**config.mk**
```make
export PLATFORM = sky130hd
export DESIGN_NAME = bcdpo_top
export DESIGN_NICKNAME = d
export VERILOG_FILES = /design/src/bcdpo_pkg.sv /design/src/bcdpo_tick_if.sv /design/src/bcdpo_rate_gen.sv /design/src/bcdpo_top.sv
export SDC_FILE = /design/constraint.sdc
export NUM_CORES = 1
export LEC_CHECK = 0
export ABC_CLOCK_PERIOD_IN_PS = 5960
export BUFFER_PORTS_ARGS = -buffer_cell sky130_fd_sc_hd__buf_2
export CAP_MARGIN = 20
export CELL_PAD_IN_SITES_DETAIL_PLACEMENT = 2
export CELL_PAD_IN_SITES_GLOBAL_PLACEMENT = 2
export CORE_ASPECT_RATIO = 0.9
export CORE_MARGIN = 2
export CORE_UTILIZATION = 27
export DETAILED_ROUTE_END_ITERATION = 16
export PLACE_DENSITY = 0.68
export SETUP_SLACK_MARGIN = 0.15
export SLEW_MARGIN = 25
export SYNTH_ARGS = -nofsm -noshare
export SYNTH_HDL_FRONTEND = slang
export SYNTH_HIERARCHICAL = 1
export SYNTH_SLANG_ARGS = --single-unit
```
**constraint.sdc**
```tcl
create_clock -name sys_clk -period 5.96 [get_ports sys_clk]
set_input_delay 1.192 -clock sys_clk [delete_from_list [all_inputs] [get_ports sys_clk]]
set_output_delay 1.192 -clock sys_clk [all_outputs]
set_load 0.03 [all_outputs]
```
**src/bcdpo_pkg.sv**
```systemverilog
package bcdpo_pkg;

  localparam int          BCDPO_LINES     = 17;
  localparam int          BCDPO_CNT_W     = 26;
  localparam int          BCDPO_CLK_MHZ   = 50;
  localparam int          BCDPO_RATE_W    = 3;

  // update-rate setting codes
  localparam logic [2:0]  BCDPO_RATE_1    = 3'h0;
  localparam logic [2:0]  BCDPO_RATE_10   = 3'h1;
  localparam logic [2:0]  BCDPO_RATE_100  = 3'h2;
  localparam logic [2:0]  BCDPO_RATE_1000 = 3'h3;
  localparam logic [2:0]  BCDPO_RATE_2000 = 3'h4;

  // strobe width in microseconds, half of each update period
  localparam int          BCDPO_STB_US_R4 = 250;
  localparam int          BCDPO_STB_US_R3 = 500;
  localparam int          BCDPO_STB_US_R2 = 5000;
  localparam int          BCDPO_STB_US_R1 = 50000;
  localparam int          BCDPO_STB_US_R0 = 500000;

  localparam int          BCDPO_STB_CYC_R4 = BCDPO_STB_US_R4 * BCDPO_CLK_MHZ;
  localparam int          BCDPO_STB_CYC_R3 = BCDPO_STB_US_R3 * BCDPO_CLK_MHZ;
  localparam int          BCDPO_STB_CYC_R2 = BCDPO_STB_US_R2 * BCDPO_CLK_MHZ;
  localparam int          BCDPO_STB_CYC_R1 = BCDPO_STB_US_R1 * BCDPO_CLK_MHZ;
  localparam int          BCDPO_STB_CYC_R0 = BCDPO_STB_US_R0 * BCDPO_CLK_MHZ;

  // reset values
  localparam logic [16:0] BCDPO_DATA_RST  = 17'h00000;
  localparam logic        BCDPO_BIT_RST   = 1'b0;

endpackage : bcdpo_pkg

```
**src/bcdpo_tick_if.sv**
```systemverilog
`timescale 1ns/1ps
interface bcdpo_tick_if;
  import bcdpo_pkg::*;
  logic                   tick;
  logic [BCDPO_CNT_W-1:0] stb_len;
  modport gen (output tick, output stb_len);
  modport use_side (input tick, input stb_len);
endinterface : bcdpo_tick_if

```
**src/bcdpo_rate_gen.sv**
```systemverilog
`timescale 1ns/1ps
module bcdpo_rate_gen import bcdpo_pkg::*; #(
  parameter int STB_CYC_R4 = BCDPO_STB_CYC_R4,
  parameter int STB_CYC_R3 = BCDPO_STB_CYC_R3,
  parameter int STB_CYC_R2 = BCDPO_STB_CYC_R2,
  parameter int STB_CYC_R1 = BCDPO_STB_CYC_R1,
  parameter int STB_CYC_R0 = BCDPO_STB_CYC_R0
) (
  input  wire logic                    sys_clk,
  input  wire logic                    rst_n,
  input  wire logic                    clk_en,
  input  wire logic [BCDPO_RATE_W-1:0] rate_sel,
  input  wire logic                    conv_valid,
  bcdpo_tick_if.gen                    tk
);

  logic [BCDPO_CNT_W-1:0]  cnt_ff,  nxt_cnt;
  logic [BCDPO_RATE_W-1:0] code_ff, nxt_code;
  logic [BCDPO_CNT_W-1:0]  half;

  always_comb begin
    case (rate_sel)
      BCDPO_RATE_1:    half = BCDPO_CNT_W'(STB_CYC_R0);
      BCDPO_RATE_10:   half = BCDPO_CNT_W'(STB_CYC_R1);
      BCDPO_RATE_100:  half = BCDPO_CNT_W'(STB_CYC_R2);
      BCDPO_RATE_1000: half = BCDPO_CNT_W'(STB_CYC_R3);
      default:         half = BCDPO_CNT_W'(STB_CYC_R4);
    endcase
  end

  // fastest rate follows each conversion; slower ones run off a timer
  always_comb begin
    nxt_code = rate_sel;
    nxt_cnt  = cnt_ff + 1'b1;
    tk.tick  = 1'b0;
    if (rate_sel == BCDPO_RATE_2000 || rate_sel > BCDPO_RATE_2000) begin
      tk.tick = conv_valid;
      nxt_cnt = '0;
    end else if (code_ff != rate_sel) begin
      nxt_cnt = '0; // restart the period when the setting changes
    end else if (cnt_ff >= (half << 1) - 1'b1) begin
      tk.tick = 1'b1;
      nxt_cnt = '0;
    end
  end

  assign tk.stb_len = half;

  always_ff @(posedge sys_clk) begin
    if (!rst_n) begin
      cnt_ff  <= '0;
      code_ff <= BCDPO_RATE_2000;
    end else if (clk_en) begin
      cnt_ff  <= nxt_cnt;
      code_ff <= nxt_code;
    end
  end
endmodule : bcdpo_rate_gen

```
**src/bcdpo_top.sv**
```systemverilog
`timescale 1ns/1ps
module bcdpo_top import bcdpo_pkg::*; #(
  parameter int STB_CYC_R4 = BCDPO_STB_CYC_R4,
  parameter int STB_CYC_R3 = BCDPO_STB_CYC_R3,
  parameter int STB_CYC_R2 = BCDPO_STB_CYC_R2,
  parameter int STB_CYC_R1 = BCDPO_STB_CYC_R1,
  parameter int STB_CYC_R0 = BCDPO_STB_CYC_R0
) (
  input  wire logic                    sys_clk,
  input  wire logic                    rst_n,
  input  wire logic                    clk_en,
  input  wire logic [BCDPO_RATE_W-1:0] rate_sel,
  input  wire logic                    conv_valid,
  input  wire logic [BCDPO_LINES-1:0]  ind_bcd,
  input  wire logic                    ind_minus,
  input  wire logic                    ind_near_zero,
  input  wire logic                    ind_stable,
  input  wire logic                    load_over_neg,
  input  wire logic                    load_over_pos,
  input  wire logic                    overflow_cond_one,
  input  wire logic                    overflow_cond_two,
  input  wire logic                    hold_in,
  input  wire logic                    logic_sel_in,
  output logic      [BCDPO_LINES-1:0]  digit_on,
  output logic                         near_zero_on,
  output logic                         minus_on,
  output logic                         over_on,
  output logic                         stable_on,
  output logic                         strobe_on
);

  typedef enum logic [1:0] {
    BCDPO_ST_IDLE   = 2'h1,
    BCDPO_ST_STROBE = 2'h2
  } bcdpo_state_t;

  bcdpo_tick_if tk ();

  bcdpo_rate_gen #(
    .STB_CYC_R4 (STB_CYC_R4),
    .STB_CYC_R3 (STB_CYC_R3),
    .STB_CYC_R2 (STB_CYC_R2),
    .STB_CYC_R1 (STB_CYC_R1),
    .STB_CYC_R0 (STB_CYC_R0)
  ) u_rate (
    .sys_clk    (sys_clk),
    .rst_n      (rst_n),
    .clk_en     (clk_en),
    .rate_sel   (rate_sel),
    .conv_valid (conv_valid),
    .tk         (tk)
  );

  // latched output word
  logic [BCDPO_LINES-1:0] data_ff,   nxt_data;
  logic                   minus_ff,  nxt_minus;
  logic                   over_ff,   nxt_over;
  logic                   stable_ff, nxt_stable;
  logic                   load;
  logic                   any_over;

  // strobe sequencing
  bcdpo_state_t           state_ff,  nxt_state;
  logic [BCDPO_CNT_W-1:0] stb_cnt_ff, nxt_stb_cnt;
  logic                   strobe_ff, nxt_strobe;

  // pin drivers
  logic [BCDPO_LINES-1:0] pin_data_ff, nxt_pin_data;
  logic                   pin_nz_ff,   nxt_pin_nz;
  logic                   pin_mi_ff,   nxt_pin_mi;
  logic                   pin_ov_ff,   nxt_pin_ov;
  logic                   pin_st_ff,   nxt_pin_st;
  logic                   pin_sb_ff,   nxt_pin_sb;
  logic                   inv;

  assign any_over = load_over_neg | load_over_pos | overflow_cond_one | overflow_cond_two;
  // hold blocks the update itself, so release waits for the next scheduled tick
  assign load     = tk.tick & ~hold_in;

  always_comb begin
    nxt_data   = data_ff;
    nxt_minus  = minus_ff;
    nxt_over   = over_ff;
    nxt_stable = stable_ff;
    if (load) begin
      nxt_data   = ind_bcd;
      nxt_minus  = ind_minus;
      nxt_over   = any_over;
      nxt_stable = ind_stable;
    end
  end

  always_ff @(posedge sys_clk) begin
    if (!rst_n) begin
      data_ff   <= BCDPO_DATA_RST;
      minus_ff  <= BCDPO_BIT_RST;
      over_ff   <= BCDPO_BIT_RST;
      stable_ff <= BCDPO_BIT_RST;
    end else if (clk_en) begin
      data_ff   <= nxt_data;
      minus_ff  <= nxt_minus;
      over_ff   <= nxt_over;
      stable_ff <= nxt_stable;
    end
  end

  // strobe rises with the new word and falls half a period later,
  // leaving the receiver a settled word at the falling edge
  always_comb begin
    nxt_state   = state_ff;
    nxt_stb_cnt = stb_cnt_ff;
    nxt_strobe  = strobe_ff;
    case (state_ff)
      BCDPO_ST_IDLE: begin
        if (load) begin
          nxt_state   = BCDPO_ST_STROBE;
          nxt_stb_cnt = tk.stb_len;
          nxt_strobe  = 1'b1;
        end
      end
      BCDPO_ST_STROBE: begin
        if (load) begin
          nxt_stb_cnt = tk.stb_len;
        end else if (stb_cnt_ff <= BCDPO_CNT_W'(1)) begin
          nxt_state   = BCDPO_ST_IDLE;
          nxt_stb_cnt = '0;
          nxt_strobe  = 1'b0;
        end else begin
          nxt_stb_cnt = stb_cnt_ff - 1'b1;
        end
      end
      default: begin
        nxt_state   = BCDPO_ST_IDLE;
        nxt_stb_cnt = '0;
        nxt_strobe  = 1'b0;
      end
    endcase
  end

  always_ff @(posedge sys_clk) begin
    if (!rst_n) begin
      state_ff   <= BCDPO_ST_IDLE;
      stb_cnt_ff <= '0;
      strobe_ff  <= BCDPO_BIT_RST;
    end else if (clk_en) begin
      state_ff   <= nxt_state;
      stb_cnt_ff <= nxt_stb_cnt;
      strobe_ff  <= nxt_strobe;
    end
  end

  // polarity acts on every line; near zero bypasses the hold and stays live
  assign inv = ~logic_sel_in;

  always_comb begin
    nxt_pin_data = data_ff ^ {BCDPO_LINES{inv}};
    nxt_pin_nz   = ind_near_zero ^ inv;
    nxt_pin_mi   = minus_ff ^ inv;
    nxt_pin_ov   = over_ff ^ inv;
    nxt_pin_st   = stable_ff ^ inv;
    nxt_pin_sb   = strobe_ff ^ inv;
  end

  // after reset pins sit at logic 0 in negative logic, transistors on
  always_ff @(posedge sys_clk) begin
    if (!rst_n) begin
      pin_data_ff <= ~BCDPO_DATA_RST;
      pin_nz_ff   <= ~BCDPO_BIT_RST;
      pin_mi_ff   <= ~BCDPO_BIT_RST;
      pin_ov_ff   <= ~BCDPO_BIT_RST;
      pin_st_ff   <= ~BCDPO_BIT_RST;
      pin_sb_ff   <= ~BCDPO_BIT_RST;
    end else if (clk_en) begin
      pin_data_ff <= nxt_pin_data;
      pin_nz_ff   <= nxt_pin_nz;
      pin_mi_ff   <= nxt_pin_mi;
      pin_ov_ff   <= nxt_pin_ov;
      pin_st_ff   <= nxt_pin_st;
      pin_sb_ff   <= nxt_pin_sb;
    end
  end

  assign digit_on     = pin_data_ff;
  assign near_zero_on = pin_nz_ff;
  assign minus_on     = pin_mi_ff;
  assign over_on      = pin_ov_ff;
  assign stable_on    = pin_st_ff;
  assign strobe_on    = pin_sb_ff;
endmodule : bcdpo_top

```
* Word-level counts from Yosys, hierarchy flattened *
Index checks and enable logic that the tools add are counted.

storage, ports and cells
  flip-flop bits (word level) = 100
  bits in latches = 0
  memory bits (writable) = 0
  ROM bits = 0
  output and inout port bits = 22
  memories = 0

operators by class
  add/subtract/negate cells = 3
  multipliers = 0
  div/mod/pow operators = 0
  order comparisons = 3
  equal/unequal tests = 10
  shifts and indexed selects = 0
  multiplexer cells = 19
  bitwise gates (word level) = 12
  reduce and logical (&&, ||, !) cells = 5

operator list
  cell                     count
  $mux W26                 6
  $pmux W25 S4             1
  $pmux W26 S2             1
  $sub A26 B1 Y26 const B  2
  $add A26 B1 Y26 const B  1
  $ge A26 B26 Y1           1
  $le A26 B1 Y1 const B    1
  $xor A17 B17 Y17         1
  $eq A3 B2 Y1 const B     2
  $mux W1                  6
  $mux W2                  3
  $ne A2 B2 Y1 const B     3
  $xor A1 B1 Y1            5
  $pmux W2 S2              1
  $reduce_and A2 Y1        2
  $reduce_and A4 Y1        1
  $eq A3 B1 Y1 const B     1
  $eq A3 B3 Y1 const B     1
  $gt A3 B3 Y1 const B     1
  $logic_not A3 Y1         1
  $ne A3 B3 Y1             1
  $or A1 B1 Y1             3
  $eq A2 B1 Y1 const B     1
  $eq A2 B2 Y1 const B     1
  4 further kinds          5

* Longest topological paths before layout *
Gate-level depths: netlist (run 1).

  word-level depth = 10
  mapped depth = 24
  gate-level depth less buffers = 19

* Cells and area by module *
Netlist (run 1), hierarchy kept.

modules (own cells, without submodules)
  module          instances  cells an instance  area an instance (sq um)  seq. area each (sq um)
  bcdpo_top       1          455                3555.9                    1401.3
  bcdpo_rate_gen  1          355                2667.6                    580.6

* Least setup slack after synthesis (run 1) *
Ideal clock, no wire load.

  path type = input to register
  from = in rate_sel[2]
  to = reg stb_cnt_ff[13]
  setup time = 0.079 ns
  arrival time = 5.515 ns
  path slack = 0.366 ns
  stages on the path = 22
  path through = clkbuf_1 -> nor2b_1 -> nand2_1 -> ha_1 -> nor2b_1 -> nor2_1 -> nor2_1 -> inv_1 -> ha_1 -> nand4_1 -> nor3_1 -> o311ai_1 -> o21ai_1 -> buf_1 -> buf_2 -> o21ai_1 -> nand2_1 -> nand2b_1 -> a2111oi_1 -> nand3_1 -> or4_1 -> o211ai_1

between the ends
  cells in the longest elaborated chain, start to end = 10
  elaborated cells between the ends (all ways) = 20

ends and longest elaborated chain
  element                                            RTL line              source
  start, declared                                    bcdpo_top.sv:12       input wire logic [BCDPO_RATE_W-1:0] rate_sel,
  $eq A3 B2 Y1 (tied with other cells)               bcdpo_rate_gen.sv:22  case (rate_sel)
  $pmux W25 S4 (*)                                   bcdpo_rate_gen.sv:22
  named net tk.stb_len[5]                            bcdpo_tick_if.sv:5    logic [BCDPO_CNT_W-1:0] stb_len;
  $sub A26 B1 Y26 (*)                                bcdpo_rate_gen.sv:41  end else if (cnt_ff >= (half << 1) - 1'b1) begin
  $ge A26 B26 Y1 (*)                                 bcdpo_rate_gen.sv:41
  $mux W1 (*)                                        bcdpo_rate_gen.sv:41
  $mux W1 (*)                                        bcdpo_rate_gen.sv:39  end else if (code_ff != rate_sel) begin
  $mux W1 (*)                                        bcdpo_rate_gen.sv:36  if (rate_sel == BCDPO_RATE_2000 || rate_sel > BCDPO_RATE_2000) begin
  named net tk.tick                                  bcdpo_tick_if.sv:4    logic tick;
  $and A1 B1 Y1 (*)                                  bcdpo_top.sv:78       assign load = tk.tick & ~hold_in;
  $mux W26 or $ne A2 B2 Y1 (tied branches)           -
  $pmux W26 S2 or $reduce_and A2 Y1 (tied branches)  -
  end signal, assigned                               bcdpo_top.sv:147      stb_cnt_ff <= nxt_stb_cnt;
  end, declared                                      bcdpo_top.sv:64       logic [BCDPO_CNT_W-1:0] stb_cnt_ff, nxt_stb_cnt;

Mark *: on every way through the listed nets, which the timed path passes. The rest lies on a longest branch. The select of a mux whose other input is x is not followed.
A chain may end at the register's enable or synchronous reset.

* Worst setup path after layout (run 1) *
  from = in rate_sel[2]
  to = reg stb_cnt_ff[22]

The elaborated chain is that of the path after synthesis.

==> results.sh, run 1 <==
export IMPL_wl_um=20600
export IMPL_dr_pass1_iters=4
export IMPL_drc=0
export IMPL_synth_seq_area_share_pct=31.8
export IMPL_clkLatencyLatePin_ns=0.37
export IMPL_synthCells=810
export IMPL_synth_top_family_by_area="simple AND/OR/NAND/NOR gates"
export IMPL_min_period_over_period_pct=88.1
export IMPL_drt_antenna_violating_nets=0
export IMPL_vias=5943
export IMPL_chipHeight_um=148
export IMPL_grt_total_usage_pct=17.5
export IMPL_post_route_min_period_ns=5.25
export IMPL_worst_pin_slew_ns=0.872
export IMPL_ys_flop_type="dfxtp_1"
export IMPL_cts_tree="done"
export IMPL_finalNetCount=897
export IMPL_syn_area_um2=6220
export IMPL_layout_commonest_cell="nand2_1"
export IMPL_leakage_nw=2.62
export IMPL_port_buffers=54
export IMPL_cp_max_fo=12
export IMPL_yosys_area_top_type="dfxtp_1"
export IMPL_htreeDepth=3
export IMPL_drtIter0Drc=247
export IMPL_max_freq_ghz=0.191
export IMPL_preCtsSetupSlack_ns=0.306
export IMPL_finalSetupTns_ns=0
export IMPL_synth_edff_count=0
export IMPL_cts_hold_fix_buffers=0
export IMPL_numCtsBuffers=9
export IMPL_post_cts_resized=0
export IMPL_wl_per_cell_um=18.1
export IMPL_setup_ws_ns=0.711
export IMPL_grt_pass1_vias=6380
export IMPL_fin_total_pwr_mw=1.56
export IMPL_synthTopCellsByArea="dfxtp_1 32%, nand2_1 6.3%, ha_1 5.8%, nor2_1 3.9%, o21ai_0 3.5%"
export IMPL_dp_hpwl_um=14500
export IMPL_diodes=0
export IMPL_viasPerCell=5.23
export IMPL_final_layout_size_suffix_gt1_share_pct=12.5
export IMPL_gr_total_overflow=0
export IMPL_synthAdderAreaFrac_pct=5.83
export IMPL_cts_buffer_depth=2
export IMPL_synth_compound_area_share_pct=21.0
export IMPL_fp_coreArea_um2=22600
export IMPL_grt_max_degree=58
export IMPL_rows=52
export IMPL_clk_pin_slew_ns=0.08
export IMPL_drv_slew=0
export IMPL_clock_sinks=99
export IMPL_cp_required_ns=6.24
export IMPL_status="finished, final reports clean"
export IMPL_ys_seq_elements=99
export IMPL_place_gp_congestion=0.773
export IMPL_worst_setup_path_end_kind="register"
export IMPL_post_cts_setup_buffers=0
export IMPL_maxSlewHeadroom_pct=41.4
export IMPL_synthXorXnorAreaFrac_pct=4.08
export IMPL_syn_to_final_growth_pct=12.9
export IMPL_hp_class="register to register"
export IMPL_grt_antenna_before_repair=0
export IMPL_ios=55
export IMPL_synthArstFlopShare_pct=0
export IMPL_syn_area_per_cell_um2=7.68
export IMPL_startpoint_type="primary input"
export IMPL_grt_setup_unrepaired="false"
export IMPL_setup_viol=0
export IMPL_clock_skew_ns=0.0137
export IMPL_grt_pass1_wl_um=33800
export IMPL_cts_root_buf="clkbuf_16"
export IMPL_max_cap_violations=0
export IMPL_yosysUniqueCellTypes=65
export IMPL_synthMuxAreaShare_pct=0.483
export IMPL_fin_util_pct=31.1
export IMPL_hold_viol_final=0
export IMPL_synth_top_area_share_pct=31.8
export IMPL_synth_simple_area_share_pct=29.4
export IMPL_final_cell_mix="104 x nand2_1, 99 x dfxtp_1, 64 x nor2_1"
export IMPL_start_util_pct=27.6
export IMPL_ir_drop_mv=0.135
export IMPL_power_density_nw_per_um2=223
export IMPL_critPathKind="primary input to register"
export IMPL_die_area_um2=24300
export IMPL_yosys_warnings=6
export IMPL_worstPathArrival_ns=5.53
export IMPL_die_x_um=164
-- area by class of cell --
class	count	area, um^2
clock buffer	9	225
clock inverter	7	83.8
fill	2649	15600
inverter	43	161
multi-input combinational	613	3820
sequential	99	1980
tap	297	372
timing repair buffer	69	383
-- path summary, 6_finish.rpt --
path,startpoint,end,slack [ns],cells past startpoint
min reg2reg,stable_ff,stable_ff,0.47,2
max,rate_sel[2],stb_cnt_ff[22],0.71,22
max reg2reg,u_rate/cnt_ff[17],stb_cnt_ff[22],2.28,14
min,stable_ff,stable_ff,0.47,2
-- registers in the layout, summed over array words and instances (netlist names) --
signal,flops
over_ff,1
digit_on,17
stb_cnt_ff,26
strobe_on,1
u_rate/code_ff,3
stable_on,1
near_zero_on,1
over_on,1
minus_ff,1
stable_ff,1
minus_on,1
u_rate/cnt_ff,26
state_ff,2
data_ff,17
-- critical path, stage by stage --
cell and delay, ns:
buf_2 0.18, nor2_1 0.21, nand2_1 0.12, ha_1 0.29, nor2b_1 0.14, nor2_1 0.05, nor2_1 0.21, inv_1 0.08
ha_1 0.27, nand4_1 0.11, nor3_1 0.33, o311ai_1 0.22, o21ai_2 0.11, o21ai_1 0.07, nand2_1 0.13, nand2b_1 0.06
buf_4 0.17, a2111oi_1 0.41, buf_4 0.20, nand3_1 0.29, or4_1 0.56, o211ai_1 0.11
-- logic make-up (layout without fill, tap and decap cells) --
| kind of cell | count (synthesis) | count (layout) |
|---|---|---|
| AO/OA/AOI/OAI | 200 | 200 |
| XOR/XNOR | 29 | 29 |
| adder cells (fa/ha/maj) | 29 | 29 |
| buffers and inverters | 103 | 128 |
| flip-flops | 99 | 99 |
| multiplexers | 3 | 3 |
| other | 2 | 7 |
| AND/OR/NAND/NOR | 345 | 345 |
-- cells in the mapped netlist (13+ instances only) --
master    instances
nor3_1           16
nor2b_1          25
xnor2_1          25
dfxtp_1          99
nand2_1         104
nand4_1          22
nand3_1          26
nor4_1           13
a21oi_1          36
a211oi_1         20
o21a_1           22
inv_1            41
ha_1             29
nor2_1           64
or3_1            15
clkbuf_1         35
a22oi_1          14
o21ai_0          44
-- per-stage QoR --
step                      cells  hold WS [ns]  cell area, um^2
final                      1137         0.475             7030
after global routing       1137         0.503             7030
after CTS                  1137         0.473             7030
after detailed placement   1121         0.462             6720
after global placement     1121         0.454             6720
after floorplan             815         0.444             6240
-- power breakdown --
| part | switching (mW) | internal [mW] |
|---|---|---|
| Sequential | 0.0122 | 0.678 |
| Combinational | 0.168 | 0.0824 |
| Clock | 0.320 | 0.303 |
-- metal layers --
metal  up-vias  GRT usage (%)  routed length (um)  share of wire [%]
met1      2968           24.0               10500                 51
met4         0           4.25                 253                1.2
met2        41           29.1                9580                 47
met5         -              0                   0                  0
li1       2919              -                   -                  -
met3        15           2.30                 271                1.3
Note: power is estimated with default switching activity, not from simulation.
==> run 2: changes to the inputs <==
CELL_PAD_IN_SITES_DETAIL_PLACEMENT = 1   (was 2)
==> results.sh, run 2 (synthesized netlist as in run 1, its figures left out) <==
export IMPL_status="finished, final reports clean"
export IMPL_preCtsSetupSlack_ns=0.295
export IMPL_clk_pin_slew_ns=0.08
export IMPL_worst_pin_slew_ns=0.844
export IMPL_cp_max_fo=12
export IMPL_grt_antenna_before_repair=0
export IMPL_r2r_setup_slack_ns=2.32
export IMPL_drtIter0Drc=194
export IMPL_max_stage_delay_ns=0.58
export IMPL_viasPerCell=5.09
export IMPL_port_buffers=54
export IMPL_worstPathArrival_ns=5.58
export IMPL_ir_drop_mv=0.131
export IMPL_cp_num_cells=22
export IMPL_setup_viol=0
export IMPL_grt_max_degree=58
export IMPL_final_cell_mix="104 x nand2_1, 99 x dfxtp_1, 64 x nor2_1"
export IMPL_chipHeight_um=148
export IMPL_rows=52
export IMPL_syn_to_final_growth_pct=13.0
export IMPL_wl_um=19300
export IMPL_hold_viol_final=0
export IMPL_post_cts_setup_buffers=0
export IMPL_critPathBufInv=4
export IMPL_max_cap_violations=0
export IMPL_numCtsBuffers=9
export IMPL_grt_pass1_wl_um=31800
export IMPL_slowest_stage="or4_1"
export IMPL_dr_pass1_iters=4
export IMPL_cp_cell_sequence="buf_2 > nor2_1 > nand2_1 > ha_1 > nor2b_1 > nor2_1 > nor2_1 > inv_1 > ha_1 > nand4_1 > nor3_1 > o311ai_1 > o21ai_2 > o21ai_1 > nand2_1 > nand2b_1 > buf_4 > a2111oi_1 > buf_4 > nand3_1 > or4_1 > o211ai_1"
export IMPL_cpMostUsedCell="nor2_1"
export IMPL_grt_pass1_vias=5813
export IMPL_clkLatencyLatePin_ns=0.37
export IMPL_fin_total_pwr_mw=1.57
export IMPL_startpoint_type="primary input"
export IMPL_layout_commonest_cell="nand2_1"
export IMPL_maxSlewHeadroom_pct=43.3
export IMPL_cts_tree="done"
export IMPL_cts_root_buf="clkbuf_16"
export IMPL_place_gp_congestion=0.773
export IMPL_die_x_um=164
export IMPL_seqPwrFrac_pct=44.0
export IMPL_drt_antenna_violating_nets=0
export IMPL_die_area_um2=24300
export IMPL_cts_buffer_depth=2
export IMPL_worst_setup_path_end_kind="register"
export IMPL_finalNetCount=897
export IMPL_post_layout_nonfiller_instances=1137
export IMPL_final_layout_size_suffix_gt1_share_pct=12.5
export IMPL_clock_sinks=99
export IMPL_vias=5791
export IMPL_cts_hold_fix_buffers=0
export IMPL_p_sw_share_pct=32.2
export IMPL_post_cts_resized=0
export IMPL_start_util_pct=27.6
export IMPL_grt_total_usage_pct=16.5
export IMPL_setup_ws_ns=0.668
export IMPL_diodes=0
export IMPL_dp_hpwl_um=13400
export IMPL_drv_slew=0
export IMPL_max_freq_ghz=0.189
export IMPL_htreeDepth=3
export IMPL_ios=55
export IMPL_top_regs="stb_cnt_ff: 26 flops, u_rate/cnt_ff: 26 flops"
export IMPL_grt_setup_unrepaired="false"
export IMPL_gr_total_overflow=0
export IMPL_internal_power_mw=1.06
export IMPL_clock_skew_ns=0.0177
export IMPL_fp_coreArea_um2=22600
export IMPL_power_switching_mw=0.506
export IMPL_r2r_cells=14
export IMPL_drc=0
export IMPL_worstHoldPathCells=2
export IMPL_hp_class="register to register"
export IMPL_post_route_min_period_ns=5.29
export IMPL_path_delay_family="simple AND/OR/NAND/NOR gates"
export IMPL_min_period_over_period_pct=88.8
export IMPL_wl_per_cell_um=17.0
export IMPL_place_inst=1121
export IMPL_clkPwrFrac_pct=40.3
export IMPL_critPathKind="primary input to register"
export IMPL_finalSetupTns_ns=0
export IMPL_power_density_nw_per_um2=223
export IMPL_leakage_nw=2.62
export IMPL_power_frac_comb_pct=15.8
export IMPL_cp_required_ns=6.25
run 2: stage by stage:
step | hold WS [ns] | util (%) | cell area (um^2)
6_report | 0.469 | 31.1 | 7030
4_1_cts | 0.474 | 31.1 | 7030
3_3_place_gp | 0.454 | 29.7 | 6720
3_5_place_dp | 0.462 | 29.7 | 6720
5_1_grt | 0.487 | 31.1 | 7030
2_1_floorplan | 0.444 | - | 6240
run 2: tightest hold or removal path: stages (launching register included):
cell	delay (ns)
dfxtp_1	0.32
nand2_1	0.05
a21oi_1	0.05
run 2: worst paths after layout:
kind | startpoint | endpoint
worst max-delay path | rate_sel[2] | stb_cnt_ff[13]
worst min-delay path | stable_ff | stable_ff
worst max register to register | u_rate/cnt_ff[17] | stb_cnt_ff[13]
worst min register to register | stable_ff | stable_ff
run 2: final cells by class:
type,count,area [um^2]
Inverter,43,161
Tap cell,297,372
Multi-Input combinational cell,613,3820
Clock buffer,9,225
Clock inverter,7,88.8
Fill cell,2769,15500
Sequential cell,99,1980
Timing Repair Buffer,69,383
run 2: routing by layer:
metal,vias to the layer above,part of all wire (%),global-route usage [%]
li1,2929,-,-
met1,2786,50,23.1
met2,62,46,27.0
met3,14,2.8,2.41
met4,0,1.0,3.60
met5,-,0,0
run 2: power by group through the flow:
| stage | Combinational [mW] | Clock [mW] | Sequential (mW) |
|---|---|---|---|
| 2_1_floorplan | 0.164 | 0 | 0.721 |
| 3_5_place_dp | 0.250 | 0 | 0.705 |
| 5_1_grt | 0.276 | 0.683 | 0.693 |
| 3_3_place_gp | 0.251 | 0 | 0.705 |
| 4_1_cts | 0.251 | 0.657 | 0.690 |
| 6_report | 0.247 | 0.632 | 0.690 |
==> run 3: changes to the inputs <==
SYNTH_HIERARCHICAL = unset   (was 1)
==> results.sh, run 3 <==
export IMPL_status="finished, final reports clean"
export IMPL_synth_top_area_share_pct=35.6
export IMPL_hp_class="register to register"
export IMPL_final_layout_size_suffix_gt1_share_pct=12.4
export IMPL_max_freq_ghz=0.212
export IMPL_dp_hpwl_um=12400
export IMPL_drc=0
export IMPL_syn_to_final_growth_pct=13.6
export IMPL_layout_commonest_cell="dfxtp_1"
export IMPL_fp_coreArea_um2=20100
export IMPL_clock_skew_ns=0.0134
export IMPL_leakage_nw=2.45
export IMPL_rows=49
export IMPL_numCtsBuffers=9
export IMPL_port_buffers=54
export IMPL_syn_area_per_cell_um2=7.79
export IMPL_grt_setup_unrepaired="false"
export IMPL_filler_cell_count=2465
export IMPL_ios=55
export IMPL_yosys_warnings=0
export IMPL_hold_viol_final=0
export IMPL_final_cell_mix="99 x dfxtp_1, 97 x nor2_1, 68 x nand2_1"
export IMPL_synthArstFlopShare_pct=0
export IMPL_power_frac_comb_pct=14.4
export IMPL_gr_total_overflow=0
export IMPL_chipHeight_um=140
export IMPL_setup_viol=0
export IMPL_internal_power_mw=1.05
export IMPL_ys_seq_elements=99
export IMPL_dpl_cell_area_um2=6020
export IMPL_p_sw_share_pct=30.2
export IMPL_finalNetCount=806
export IMPL_yosysUniqueCellTypes=73
export IMPL_cts_root_buf="clkbuf_16"
export IMPL_yosysMostFrequentCell="dfxtp_1"
export IMPL_ir_drop_mv=0.132
export IMPL_dr_pass1_iters=4
export IMPL_diodes=0
export IMPL_yosys_area_top_type="dfxtp_1"
export IMPL_clkLatencyLatePin_ns=0.36
export IMPL_wl_um=17500
export IMPL_whs_ns=0.470
export IMPL_cts_hold_fix_buffers=0
export IMPL_startpoint_type="primary input"
export IMPL_max_cap_violations=0
export IMPL_viasPerCell=5.26
export IMPL_worstPathArrival_ns=4.98
export IMPL_synthTopCellsByArea="dfxtp_1 36%, ha_1 6.8%, nor2_1 6.6%, a21oi_1 5.5%, o21ai_0 5.1%"
export IMPL_power_density_nw_per_um2=237
export IMPL_power_switching_mw=0.453
export IMPL_ys_flop_type="dfxtp_1"
export IMPL_clk_pin_slew_ns=0.08
export IMPL_cp_max_fo=34
export IMPL_drt_antenna_violating_nets=0
export IMPL_start_util_pct=27.7
export IMPL_cts_tree="done"
export IMPL_fin_util_pct=31.4
export IMPL_drv_slew=0
export IMPL_maxSlewHeadroom_pct=38.4
export IMPL_synth_edff_count=0
export IMPL_die_area_um2=21800
export IMPL_min_period_over_period_pct=79.0
export IMPL_critPathKind="primary input to register"
export IMPL_grt_antenna_before_repair=1
export IMPL_vias=5275
export IMPL_synth_seq_area_share_pct=35.6
export IMPL_top_regs="stb_cnt_ff: 26 flops, u_rate.cnt_ff: 26 flops"
export IMPL_syn_area_um2=5560
export IMPL_grt_total_usage_pct=16.5
export IMPL_worst_pin_slew_ns=0.922
export IMPL_grt_pass1_vias=5501
export IMPL_cp_required_ns=6.23
export IMPL_clkPwrFrac_pct=39.4
export IMPL_grt_pass1_wl_um=28900
export IMPL_htreeDepth=3
export IMPL_seqPwrFrac_pct=46.2
export IMPL_worst_setup_path_end_kind="register"
export IMPL_place_gp_congestion=0.807
export IMPL_clock_sinks=99
export IMPL_post_cts_resized=0
export IMPL_synthTopCellsByCount="99 x dfxtp_1, 98 x nor2_1, 68 x nand2_1"
export IMPL_post_cts_setup_buffers=0
export IMPL_wl_per_cell_um=17.4
export IMPL_die_x_um=155
export IMPL_grt_max_degree=53
export IMPL_cts_buffer_depth=2
export IMPL_drtIter0Drc=219
export IMPL_finalSetupTns_ns=0
export IMPL_final_area_um2=6320
export IMPL_post_route_min_period_ns=4.71
export IMPL_synthCells=714
==> run 3: worst paths after layout <==
path,startpoint,end,slack (ns),cells after the start
setup / recovery,rate_sel[2],u_rate.cnt_ff[16],1.25,14
hold / removal,data_ff[16],data_ff[16],0.47,2
setup reg to reg,u_rate.cnt_ff[12],u_rate.cnt_ff[16],2.88,8
hold reg to reg,data_ff[16],data_ff[16],0.47,2
==> run 3: layer usage <==
metal	global-route usage, %	vias up	wire length (um)
li1	-	2592	-
met1	21.3	2594	8270
met2	28.6	78	8430
met3	2.51	11	567
met4	4.39	0	191
met5	0	-	0
==> run 3: critical path, stage by stage <==
cell      delay (ns)
buf_2           0.18
nor2_1          0.36
inv_1           0.17
ha_1            0.25
nor3b_1         0.20
o32ai_1         0.11
ha_1            0.31
a41oi_1         0.15
o21ai_1         0.10
a221oi_2        0.36
nand3_2         0.19
or3_2           0.79
or3_1           0.44
a21oi_1         0.14
==> run 3: kinds of logic after synthesis <==
logic type / count (synthesis) / synth area share (%)
XOR/XNOR: 30 / 4.73
adder cells (fa/ha/maj): 30 / 6.75
flip-flops: 99 / 35.6
AO/OA/AOI/OAI: 187 / 20.8
AND/OR/NAND/NOR: 292 / 26.1
other: 1 / 0.0674
buffers and inverters: 71 / 5.24
multiplexers: 4 / 0.720
==> run 3: final cells by class <==
class                      count  area [um^2]  area share [%]
multi-input combinational    545         3300            52.3
clock inverter                 7         67.6            1.07
inverter                      28          105            1.66
clock buffer                   9          225            3.56
timing repair buffer          60          315            4.99
tap                          255          319            5.05
sequential                    99         1980            31.4
==> run 3: power groups by stage <==
| stage | clock [mW] | combinational, mW | sequential, mW |
|---|---|---|---|
| after global placement | 0 | 0.214 | 0.706 |
| after global routing | 0.641 | 0.241 | 0.694 |
| after floorplan | 0 | 0.133 | 0.722 |
| final | 0.590 | 0.216 | 0.691 |
| after CTS | 0.616 | 0.218 | 0.691 |
| after detailed placement | 0 | 0.218 | 0.707 |
==> run 3: stage by stage <==
stage	cells	setup WS (ns)	power, mW
finish	1003	1.25	1.50
global route	1003	0.851	1.58
CTS	1003	1.09	1.53
detailed placement	987	0.719	0.924
global placement	987	0.807	0.920
floorplan	715	1.54	0.854
